[config.mk]
export PLATFORM = sky130hd
export DESIGN_NAME = cwcs_top
export DESIGN_NICKNAME = d
export VERILOG_FILES = /design/src/cwcs_pkg.sv /design/src/cwcs_top.sv /design/src/cwcs_sync.sv
export SDC_FILE = /design/constraint.sdc
export NUM_CORES = 1
export LEC_CHECK = 0
export ABC_AREA = 1
export BUFFER_PORTS_ARGS = -buffer_cell sky130_fd_sc_hd__buf_2
export CAP_MARGIN = 5
export CORE_MARGIN = 2
export CORE_UTILIZATION = 50
export CTS_BUF_LIST = sky130_fd_sc_hd__clkbuf_4 sky130_fd_sc_hd__clkbuf_8
export DETAILED_ROUTE_END_ITERATION = 10
export PLACE_DENSITY = 0.86
export SETUP_SLACK_MARGIN = 0.02
export SLEW_MARGIN = 20
export SYNTH_ARGS = -nofsm -noshare
export SYNTH_HDL_FRONTEND = slang
export SYNTH_SLANG_ARGS = --single-unit
export TNS_END_PERCENT = 1
[constraint.sdc]
create_clock -name clk -period 2.5 [get_ports clk]
set_input_delay 0.5 -clock clk [delete_from_list [all_inputs] [get_ports clk]]
set_output_delay 0.5 -clock clk [all_outputs]
set_load 0.05 [all_outputs]
[src/cwcs_pkg.sv]
// Package for the configuration word clock select block
package cwcs_pkg;

  // ----------------
  // Configuration word layout
  // ----------------
  typedef struct packed {
    logic general_code_protect;
    logic general_write_protect;
    logic two_speed_startup_enable;
    logic pwm_register_key_lock;
    logic [2:0] oscillator_select;
    logic [1:0] clock_switch_monitor_mode;
    logic pin_remap_single_config;
    logic osc_pin_function;
    logic [1:0] primary_osc_mode;
  } cwcs_cfg_s;

  localparam int CFG_W = $bits(cwcs_cfg_s);
  // Fully protected, plain fast RC: what the logic shows until the word is caught
  localparam logic [CFG_W-1:0] CFG_SAFE = 13'h0000;

  // ----------------
  // Oscillator sources and primary oscillator modes
  // ----------------
  typedef enum logic [2:0] {
    SRC_FAST_RC = 3'b000,
    SRC_FAST_RC_DIVIDE_N_PLL = 3'b001,
    SRC_PRIMARY = 3'b010,
    SRC_PRIMARY_PLL = 3'b011,
    SRC_RESERVED = 3'b100,
    SRC_LOW_POWER_RC = 3'b101,
    SRC_FAST_RC_DIVIDE_16 = 3'b110,
    SRC_FAST_RC_DIVIDE_N = 3'b111
  } cwcs_src_e;

  typedef enum logic [1:0] {
    POSC_EXT_CLOCK = 2'b00,
    POSC_XT_CRYSTAL = 2'b01,
    POSC_HS_CRYSTAL = 2'b10,
    POSC_OFF = 2'b11
  } cwcs_posc_e;

  localparam int CKSM_DISABLE_BIT = 1;
  localparam logic [1:0] CKSM_SWITCH_ONLY = 2'b01;

  typedef enum logic [1:0] {
    ST_LOAD = 2'b00,
    ST_TWO_SPEED = 2'b01,
    ST_RUN = 2'b10,
    ST_SWITCH = 2'b11
  } cwcs_state_e;

  // ----------------
  // Register map
  // ----------------
  localparam int ADDR_W = 8;
  localparam logic [ADDR_W-1:0] ADDR_CONFIG = 8'h00;
  localparam logic [ADDR_W-1:0] ADDR_STATUS = 8'h04;
  localparam logic [ADDR_W-1:0] ADDR_CLOCK_SWITCH = 8'h08;
  localparam logic [ADDR_W-1:0] ADDR_PWM_KEY = 8'h0C;
  localparam logic [ADDR_W-1:0] ADDR_WORD_MASK = 8'hFC;

  localparam int STAT_SRC_LSB = 0;
  localparam int STAT_TWO_SPEED = 3;
  localparam int STAT_SWITCH_BUSY = 4;
  localparam int STAT_CLOCK_FAIL = 5;
  localparam int STAT_CFG_ERROR = 6;
  localparam int STAT_REMAP_USED = 7;
  localparam int STAT_PWM_UNLOCKED = 8;
  localparam int STAT_LOADED = 9;
  localparam int CLKSW_GO_BIT = 8;

  localparam logic [15:0] PWM_KEY_FIRST = 16'h4C57;
  localparam logic [15:0] PWM_KEY_SECOND = 16'hABCD;

  localparam logic [1:0] RESP_OKAY = 2'b00;
  localparam logic [1:0] RESP_SLVERR = 2'b10;

endpackage : cwcs_pkg

[src/cwcs_top.sv]
// Configuration word decode, start-up clock control and AXI4-Lite registers
// Operation
// - General code protect cleared protects all program memory; set leaves it open.
// - General write protect cleared blocks program memory writes; set allows them.
// - Two-speed start-up runs fast RC first, then switches when source ready.
// - PWM lock at 1 needs key sequence before protected PWM writes; 0 needs none.
// - Select codes 000, 111, 110, 001 pick the fast RC variants.
// - Codes 011, 010 pick primary with or without PLL; 101 low-power RC; 100 reserved.
// - Mode 1x disables switching and monitor; 01 switching only; 00 both.
// - Remap single setting at 1 allows one pin reconfiguration; 0 allows many.
// - Outside crystal modes, second oscillator pin is clock out at 1, I/O at 0.
// - Primary mode 11 off, 10 HS crystal, 01 XT crystal, 00 external clock.
//
// Design decisions made here: the register offsets and the AXI4-Lite register port.
`timescale 1ns/100ps
`default_nettype none
module cwcs_top
  import cwcs_pkg::*;
(
  input wire logic clk,
  input wire logic rst,
  input wire cwcs_cfg_s cfg_word,
  input wire logic src_ready,
  input wire logic clock_fail,
  output logic [2:0] active_src,
  output logic [2:0] target_src,
  output logic primary_osc_enable,
  output logic switch_enable,
  output logic monitor_enable,
  input wire logic prog_read_req,
  output logic prog_read_grant,
  input wire logic prog_write_req,
  output logic prog_write_grant,
  output logic code_protect_active,
  output logic write_protect_active,
  input wire logic pwm_write_req,
  output logic pwm_write_grant,
  input wire logic remap_write_req,
  output logic remap_write_grant,
  input wire logic gpio_out,
  input wire logic gpio_oe,
  output logic gpio_in,
  input wire logic second_oscillator_pin_in,
  output logic second_oscillator_pin_out,
  output logic second_oscillator_pin_oe,
  input wire logic [ADDR_W-1:0] s_axi_awaddr,
  input wire logic s_axi_awvalid,
  output logic s_axi_awready,
  input wire logic [31:0] s_axi_wdata,
  input wire logic [3:0] s_axi_wstrb,
  input wire logic s_axi_wvalid,
  output logic s_axi_wready,
  output logic [1:0] s_axi_bresp,
  output logic s_axi_bvalid,
  input wire logic s_axi_bready,
  input wire logic [ADDR_W-1:0] s_axi_araddr,
  input wire logic s_axi_arvalid,
  output logic s_axi_arready,
  output logic [31:0] s_axi_rdata,
  output logic [1:0] s_axi_rresp,
  output logic s_axi_rvalid,
  input wire logic s_axi_rready
);

  // ----------------
  // Decode helpers
  // ----------------
  function automatic logic is_mapped(input logic [ADDR_W-1:0] a);
    logic [ADDR_W-1:0] w;
    w = a & ADDR_WORD_MASK;
    is_mapped = (w == ADDR_CONFIG) || (w == ADDR_STATUS) ||
                (w == ADDR_CLOCK_SWITCH) || (w == ADDR_PWM_KEY);
  endfunction : is_mapped

  // A source the hardware can really run; reserved or dead primary is refused
  function automatic logic src_usable(input logic [2:0] s, input logic [1:0] posc);
    logic prim;
    prim = (s == SRC_PRIMARY) || (s == SRC_PRIMARY_PLL);
    src_usable = (s != SRC_RESERVED) && !(prim && (posc == POSC_OFF));
  endfunction : src_usable

  // ----------------
  // Configuration capture
  // ----------------
  cwcs_cfg_s cfg;
  cwcs_cfg_s next_cfg;
  logic loaded;
  logic next_loaded;

  always_comb begin
    next_cfg = cfg;
    next_loaded = loaded;
    if (!loaded) begin
      next_cfg = cfg_word;
      next_loaded = 1'b1;
    end
  end

  always_ff @(posedge clk or posedge rst) begin
    if (rst) begin
      cfg <= cwcs_cfg_s'(CFG_SAFE);
      loaded <= 1'b0;
    end else begin
      cfg <= next_cfg;
      loaded <= next_loaded;
    end
  end

  // ----------------
  // Pin synchronisers
  // ----------------
  logic src_ready_s;
  logic clock_fail_s;
  logic pin_in_s;

  cwcs_sync #(.WIDTH(3)) u_sync (
    .clk(clk),
    .rst(rst),
    .d({src_ready, clock_fail, second_oscillator_pin_in}),
    .q({src_ready_s, clock_fail_s, pin_in_s})
  );

  // ----------------
  // Static decode of the caught word
  // ----------------
  logic cfg_error;
  logic [2:0] boot_src;

  always_comb begin
    cfg_error = !src_usable(cfg.oscillator_select, cfg.primary_osc_mode);
    // Bad selections fall back to plain fast RC rather than a dead clock
    boot_src = cfg_error ? SRC_FAST_RC : cfg.oscillator_select;
    switch_enable = loaded && !cfg.clock_switch_monitor_mode[CKSM_DISABLE_BIT];
    monitor_enable = switch_enable && (cfg.clock_switch_monitor_mode != CKSM_SWITCH_ONLY);
    primary_osc_enable = loaded && (cfg.primary_osc_mode != POSC_OFF);
    code_protect_active = !loaded || !cfg.general_code_protect;
    write_protect_active = !loaded || !cfg.general_write_protect;
    prog_read_grant = prog_read_req && !code_protect_active;
    prog_write_grant = prog_write_req && !write_protect_active;
  end

  // ----------------
  // Register bus write path
  // ----------------
  logic wr_fire;
  logic [ADDR_W-1:0] wr_word;
  logic bvalid;
  logic next_bvalid;
  logic [1:0] bresp;
  logic [1:0] next_bresp;
  logic [2:0] req_src;
  logic [2:0] next_req_src;
  logic sw_go;
  logic key_write;
  logic fail_clear;

  always_comb begin
    wr_fire = s_axi_awvalid && s_axi_wvalid && !bvalid;
    s_axi_awready = wr_fire;
    s_axi_wready = wr_fire;
    wr_word = s_axi_awaddr & ADDR_WORD_MASK;
    next_bvalid = bvalid;
    next_bresp = bresp;
    next_req_src = req_src;
    sw_go = 1'b0;
    key_write = 1'b0;
    fail_clear = 1'b0;
    if (bvalid && s_axi_bready) begin
      next_bvalid = 1'b0;
    end
    if (wr_fire) begin
      next_bvalid = 1'b1;
      next_bresp = is_mapped(s_axi_awaddr) ? RESP_OKAY : RESP_SLVERR;
      if (wr_word == ADDR_CLOCK_SWITCH) begin
        if (s_axi_wstrb[0]) begin
          next_req_src = s_axi_wdata[2:0];
        end
        sw_go = s_axi_wstrb[1] && s_axi_wdata[CLKSW_GO_BIT];
      end
      if (wr_word == ADDR_STATUS) begin
        fail_clear = s_axi_wstrb[0] && s_axi_wdata[STAT_CLOCK_FAIL];
      end
      if (wr_word == ADDR_PWM_KEY) begin
        key_write = (s_axi_wstrb[1:0] == 2'b11);
      end
    end
  end

  always_ff @(posedge clk or posedge rst) begin
    if (rst) begin
      bvalid <= 1'b0;
      bresp <= RESP_OKAY;
      req_src <= SRC_FAST_RC;
    end else begin
      bvalid <= next_bvalid;
      bresp <= next_bresp;
      req_src <= next_req_src;
    end
  end

  assign s_axi_bvalid = bvalid;
  assign s_axi_bresp = bresp;

  // ----------------
  // Start-up and clock switch sequencer
  // ----------------
  cwcs_state_e state;
  cwcs_state_e next_state;
  logic [2:0] cur_src;
  logic [2:0] next_cur_src;
  logic [2:0] pend_src;
  logic [2:0] next_pend_src;
  logic fail_flag;
  logic next_fail_flag;
  logic fail_event;

  always_comb begin
    next_state = state;
    next_cur_src = cur_src;
    next_pend_src = pend_src;
    fail_event = 1'b0;
    case (state)
      ST_LOAD: begin
        if (loaded) begin
          if (cfg.two_speed_startup_enable && (boot_src != SRC_FAST_RC)) begin
            next_cur_src = SRC_FAST_RC;
            next_pend_src = boot_src;
            next_state = ST_TWO_SPEED;
          end else begin
            next_cur_src = boot_src;
            next_pend_src = boot_src;
            next_state = ST_RUN;
          end
        end
      end
      ST_TWO_SPEED, ST_SWITCH: begin
        if (src_ready_s) begin
          next_cur_src = pend_src;
          next_state = ST_RUN;
        end
      end
      ST_RUN: begin
        if (monitor_enable && clock_fail_s && (cur_src != SRC_FAST_RC)) begin
          fail_event = 1'b1;
          next_cur_src = SRC_FAST_RC;
          next_pend_src = SRC_FAST_RC;
        end else if (sw_go && switch_enable && (next_req_src != cur_src) &&
                     src_usable(next_req_src, cfg.primary_osc_mode)) begin
          // Source and go may come in one write
          next_pend_src = next_req_src;
          next_state = ST_SWITCH;
        end
      end
      default: begin
        next_state = ST_LOAD;
      end
    endcase
    // Hardware set wins over a software clear in the same cycle
    next_fail_flag = fail_event || (fail_flag && !fail_clear);
  end

  always_ff @(posedge clk or posedge rst) begin
    if (rst) begin
      state <= ST_LOAD;
      cur_src <= SRC_FAST_RC;
      pend_src <= SRC_FAST_RC;
      fail_flag <= 1'b0;
    end else begin
      state <= next_state;
      cur_src <= next_cur_src;
      pend_src <= next_pend_src;
      fail_flag <= next_fail_flag;
    end
  end

  assign active_src = cur_src;
  assign target_src = pend_src;

  // ----------------
  // PWM key lock and pin remap limit
  // ----------------
  logic key_stage;
  logic next_key_stage;
  logic pwm_unlocked;
  logic next_pwm_unlocked;
  logic remap_used;
  logic next_remap_used;

  always_comb begin
    pwm_write_grant = pwm_write_req && loaded &&
                      (!cfg.pwm_register_key_lock || pwm_unlocked);
    remap_write_grant = remap_write_req && loaded &&
                        !(cfg.pin_remap_single_config && remap_used);
    next_key_stage = key_stage;
    next_pwm_unlocked = pwm_unlocked;
    next_remap_used = remap_used || remap_write_grant;
    // One granted write spends the key; a new sequence is needed per write
    if (pwm_write_grant) begin
      next_pwm_unlocked = 1'b0;
    end
    if (key_write) begin
      if (key_stage && (s_axi_wdata[15:0] == PWM_KEY_SECOND)) begin
        next_pwm_unlocked = 1'b1;
        next_key_stage = 1'b0;
      end else begin
        next_key_stage = (s_axi_wdata[15:0] == PWM_KEY_FIRST);
      end
    end
  end

  always_ff @(posedge clk or posedge rst) begin
    if (rst) begin
      key_stage <= 1'b0;
      pwm_unlocked <= 1'b0;
      remap_used <= 1'b0;
    end else begin
      key_stage <= next_key_stage;
      pwm_unlocked <= next_pwm_unlocked;
      remap_used <= next_remap_used;
    end
  end

  // ----------------
  // Second oscillator pin
  // ----------------
  logic clk_toggle;
  logic next_clk_toggle;
  logic pin_out;
  logic next_pin_out;
  logic pin_oe;
  logic next_pin_oe;
  logic crystal_mode;

  always_comb begin
    crystal_mode = (cfg.primary_osc_mode == POSC_XT_CRYSTAL) ||
                   (cfg.primary_osc_mode == POSC_HS_CRYSTAL);
    next_clk_toggle = !clk_toggle;
    if (!loaded || crystal_mode) begin
      // Crystal owns the pin; digital drive would fight the resonator
      next_pin_out = 1'b0;
      next_pin_oe = 1'b0;
    end else if (cfg.osc_pin_function) begin
      next_pin_out = next_clk_toggle;
      next_pin_oe = 1'b1;
    end else begin
      next_pin_out = gpio_out;
      next_pin_oe = gpio_oe;
    end
  end

  always_ff @(posedge clk or posedge rst) begin
    if (rst) begin
      clk_toggle <= 1'b0;
      pin_out <= 1'b0;
      pin_oe <= 1'b0;
    end else begin
      clk_toggle <= next_clk_toggle;
      pin_out <= next_pin_out;
      pin_oe <= next_pin_oe;
    end
  end

  assign second_oscillator_pin_out = pin_out;
  assign second_oscillator_pin_oe = pin_oe;
  assign gpio_in = pin_in_s;

  // ----------------
  // Register bus read path
  // ----------------
  logic rvalid;
  logic next_rvalid;
  logic [31:0] rdata;
  logic [31:0] next_rdata;
  logic [1:0] rresp;
  logic [1:0] next_rresp;
  logic [31:0] status_word;
  logic rd_fire;

  always_comb begin
    status_word = '0;
    status_word[STAT_SRC_LSB +: 3] = cur_src;
    status_word[STAT_TWO_SPEED] = (state == ST_TWO_SPEED);
    status_word[STAT_SWITCH_BUSY] = (state == ST_SWITCH);
    status_word[STAT_CLOCK_FAIL] = fail_flag;
    status_word[STAT_CFG_ERROR] = cfg_error;
    status_word[STAT_REMAP_USED] = remap_used;
    status_word[STAT_PWM_UNLOCKED] = pwm_unlocked;
    status_word[STAT_LOADED] = loaded;
    s_axi_arready = !rvalid;
    rd_fire = s_axi_arvalid && !rvalid;
    next_rvalid = rvalid;
    next_rdata = rdata;
    next_rresp = rresp;
    if (rvalid && s_axi_rready) begin
      next_rvalid = 1'b0;
    end
    if (rd_fire) begin
      next_rvalid = 1'b1;
      next_rresp = is_mapped(s_axi_araddr) ? RESP_OKAY : RESP_SLVERR;
      case (s_axi_araddr & ADDR_WORD_MASK)
        ADDR_CONFIG: next_rdata = {{(32 - CFG_W){1'b0}}, cfg};
        ADDR_STATUS: next_rdata = status_word;
        ADDR_CLOCK_SWITCH: next_rdata = {29'h0000000, req_src};
        default: next_rdata = 32'h00000000;
      endcase
    end
  end

  always_ff @(posedge clk or posedge rst) begin
    if (rst) begin
      rvalid <= 1'b0;
      rdata <= 32'h00000000;
      rresp <= RESP_OKAY;
    end else begin
      rvalid <= next_rvalid;
      rdata <= next_rdata;
      rresp <= next_rresp;
    end
  end

  assign s_axi_rvalid = rvalid;
  assign s_axi_rdata = rdata;
  assign s_axi_rresp = rresp;

endmodule : cwcs_top
`default_nettype wire

[src/cwcs_sync.sv]
// Two-stage synchroniser for pin inputs
`timescale 1ns/100ps
`default_nettype none
module cwcs_sync #(
  parameter int WIDTH = 3
) (
  input wire logic clk,
  input wire logic rst,
  input wire logic [WIDTH-1:0] d,
  output logic [WIDTH-1:0] q
);
  logic [WIDTH-1:0] meta;

  // ----------------
  // One chain per bit; first stage feeds only the second
  // ----------------
  for (genvar i = 0; i < WIDTH; i++) begin : g_bit
    always_ff @(posedge clk or posedge rst) begin
      if (rst) begin
        meta[i] <= 1'b0;
        q[i] <= 1'b0;
      end else begin
        meta[i] <= d[i];
        q[i] <= meta[i];
      end
    end
  end
endmodule : cwcs_sync
`default_nettype wire

==> impl_metrics.env <==
export IMPL_outcome="finished, final reports clean"
export IMPL_fin_skew_ns=0.01326
export IMPL_die_y_um=80.29
export IMPL_synth_compound_area_share_pct=11.65
export IMPL_drive_gt1_share_pct=30.07
export IMPL_area_delta_synth_final_pct=19.86
export IMPL_rsz0062_at_grt="no"
export IMPL_cts_resized=0
export IMPL_grt_pass1_vias=2514
export IMPL_dp_hpwl_mm=5.331
export IMPL_finalHoldViolations=0
export IMPL_gp_congestion=0.8637
export IMPL_yosys_area_share_simple_pct=26.70
export IMPL_cts_root_buf="clkbuf_8"
export IMPL_cts_hold_buf=0
export IMPL_finalWirelength_mm=6.828
export IMPL_syn_area_sq_mm=0.002910
export IMPL_io_pins=140
export IMPL_grt_usage_pct=21.96
export IMPL_antenna_left=0
export IMPL_antenna_found_initial=0
export IMPL_dp_worst_setup_slack_ns=0.5959
export IMPL_firstDrtPassIters=4
export IMPL_placed_cell_area_sq_mm=0.003390
export IMPL_num_vias=2700
export IMPL_cp_required_ns=2.00
export IMPL_crit_fanout=8
export IMPL_r2r_slack_ns=0.67
export IMPL_netlist_top_cells_area="dfrtp_1 (47%), nand2_1 (9.5%), buf_4 (5.9%), inv_1 (5.9%), o21ai_0 (5.8%)"
export IMPL_io_buffer_count=96
export IMPL_maxSlewViolCount=0
export IMPL_setup_tns_ns=0
export IMPL_cts_path_max_buffers=2
export IMPL_critPathArrivalTime_ns=1.62
export IMPL_cp_end_kind="output pin"
export IMPL_layout_worst_path_cycle_share_pct=84.80
export IMPL_die_area_sq_mm=0.006446
export IMPL_yosysTopAreaCellShare_pct=47.29
export IMPL_yosysWarnings=0
export IMPL_clk_latency_ns=0.31
export IMPL_synth_adder_area_share_pct=0.4299
export IMPL_leakagePower_uw=0.001860
export IMPL_setup_viol=0
export IMPL_crit_type="flip-flop to output pin"
export IMPL_p_per_area_mw_per_mm2=700.7
export IMPL_cts_tree="yes"
export IMPL_viasPerCell=5.085
export IMPL_synth_xor_area_share_pct=0
export IMPL_drt_iter0_markers=253
export IMPL_timing_hold_ws_ns=0.05014
export IMPL_cts_max_level=2
export IMPL_hp_class="input pin to asynchronous set/reset pin"
export IMPL_grt_pass1_wl_mm=11.10
export IMPL_num_rows=27
export IMPL_wire_per_inst_um=12.86
export IMPL_peakVddDrop_mv=0.5209
export IMPL_ys_ff_latch=55
export IMPL_yosys_area_top_type="dfrtp_1"
export IMPL_post_cts_setup_buffer_count=0
export IMPL_synth_top_family_by_area="simple AND/OR/NAND/NOR gates"
export IMPL_clk_pin_slew_ns=0.11
export IMPL_synthMuxAreaShare_pct=0
export IMPL_place_inst=523
export IMPL_yosysUniqueCellTypes=34
export IMPL_diodes=0
export IMPL_syn_area_per_cell_sq_um=8.084
export IMPL_fin_cells=531
export IMPL_worstMarginPinSlew_ns=0.5467
export IMPL_fin_area_sq_mm=0.003488
export IMPL_yosysSeqAreaShare_pct=47.29
export IMPL_drc=0
export IMPL_period_minus_slack_ns=2.120
export IMPL_initial_core_util_pct=52.21
export IMPL_max_slew_margin_pct=63.44
export IMPL_start_kind="flip-flop"
export IMPL_gr_total_overflow=0
export IMPL_cts_num_sinks=55
export IMPL_syn_inst=360
export IMPL_maxCapViolations=0
export IMPL_cts_inserted_buffers=5
export IMPL_timing_final_ws_setup_ns=0.3801
export IMPL_die_w_um=80.29
export IMPL_fillers=505
export IMPL_fmax_mhz=471.7
export IMPL_core_sq_mm=0.005574
export IMPL_grt_max_degree=32
export IMPL_fin_nets=540
cells in the final DEF, fill, tap and decap left out:
cell | Yosys | final
clkinv_1 | 2 | 2
nand3_1 | 13 | 13
a21oi_1 | 10 | 10
nand2_4 | 3 | 3
inv_2 | 4 | 5
nand4_1 | 9 | 9
inv_1 | 46 | 45
nand2_1 | 74 | 74
nand3b_1 | 2 | 2
nand3_2 | 3 | 3
o21a_1 | 1 | 1
a211oi_1 | 1 | 1
clkbuf_8 | 0 | 6
clkinv_4 | 0 | 1
nor2_2 | 2 | 2
nand2_2 | 7 | 7
or2_2 | 3 | 3
o21ai_0 | 34 | 34
nor2_8 | 1 | 1
nor2_1 | 33 | 33
a31oi_1 | 5 | 5
ha_1 | 1 | 1
buf_2 | 1 | 96
inv_4 | 1 | 1
buf_4 | 23 | 4
nor2_4 | 5 | 5
nor3_1 | 1 | 1
o31ai_1 | 1 | 1
dfrtp_1 | 55 | 55
o22ai_1 | 4 | 4
clkinvlp_4 | 0 | 1
o21ai_1 | 1 | 1
conb_1 | 2 | 22
o41ai_1 | 3 | 3
o221ai_1 | 1 | 1
nor4_1 | 3 | 3
synth_stat cells:
cell      number
inv_4          1
nand3_1       13
o21ai_1        1
nor3_1         1
nor2_1        33
nor2_8         1
nand2_2        7
inv_1         46
o21a_1         1
clkinv_1       2
or2_2          3
a31oi_1        5
conb_1         2
nor4_1         3
nand2_4        3
ha_1           1
a211oi_1       1
o21ai_0       34
nand4_1        9
a21oi_1       10
clkbuf_1       5
nand3b_1       2
nand2_1       74
o22ai_1        4
inv_2          4
buf_2          1
buf_4         23
o221ai_1       1
o31ai_1        1
dfrtp_1       55
nor2_4         5
nor2_2         2
nand3_2        3
o41ai_1        3
stage by stage:
stage	utilization, %	total power (uW)
detailed placement	60.81	1930
floorplan	-	1732
global route	62.58	2564
global placement	60.81	1906
finish	62.58	2444
CTS	62.58	2449
power breakdown:
group / switching [uW] / internal, uW / leakage [uW]
Clock: 291 / 227 / 0.0000474
Sequential: 101 / 982 / 0.000674
Combinational: 640 / 205 / 0.00114
state kept, by name, indices dropped and copies added (netlist names), 2 cells and up:
signal and count:
target_src 3, u_sync.meta 3, u_sync.q 3, s_axi_rdata 13
state 2, active_src 3, cfg 13, req_src 3
kinds of logic (layout without fill, tap and decap cells):
logic type / after synthesis / in the layout
AOI/OAI and AO/OA: 61 / 61
adders and majority gates: 1 / 1
buffers and inverters: 82 / 161
DFF: 55 / 55
other: 2 / 22
and+or+nand+nor: 159 / 159
area by class of cell:
type,count,area [sq um],share of cell area [%]
well taps,72,90.09,2.582
clock buffers,6,82.58,2.367
repair buffers,100,510.5,14.63
flip-flops and latches,55,1376,39.45
clock inverters,2,16.27,0.4663
inverters,53,201.4,5.775
multi-input cells,243,1211,34.72
worst max-delay path, cell delays in order (launching register included):
cell	delay, ns
dfrtp_1	0.58
inv_4	0.08
nor2_8	0.10
inv_2	0.05
nor2_1	0.19
buf_2	0.31
final timing paths:
kind                       cells past startpoint                     start                         end
min in group clk                               1                 src_ready    u_sync.meta[2]$_DFF_PP0_
max                                            5          loaded$_DFF_PP0_              monitor_enable
min                                            2                       rst  s_axi_rdata[0]$_DFFE_PP0P_
min reg2reg                                    0  u_sync.meta[2]$_DFF_PP0_       u_sync.q[2]$_DFF_PP0_
max reg2reg                                    9        cfg[0]$_DFFE_PP0N_   active_src[1]$_DFFE_PP0P_
max in group asynchronous                      3                       rst   active_src[2]$_DFFE_PP0P_
per-layer routing:
layer  share of wire [%]  vias up  GRT usage (%)
li1                    -     1305              -
met1                  41     1259          26.85
met2                  50      121          39.25
met3                 7.4       15          4.382
met4                 1.9        0          6.102
met5                   0        -              0
Power figures use the tool's default switching activity.
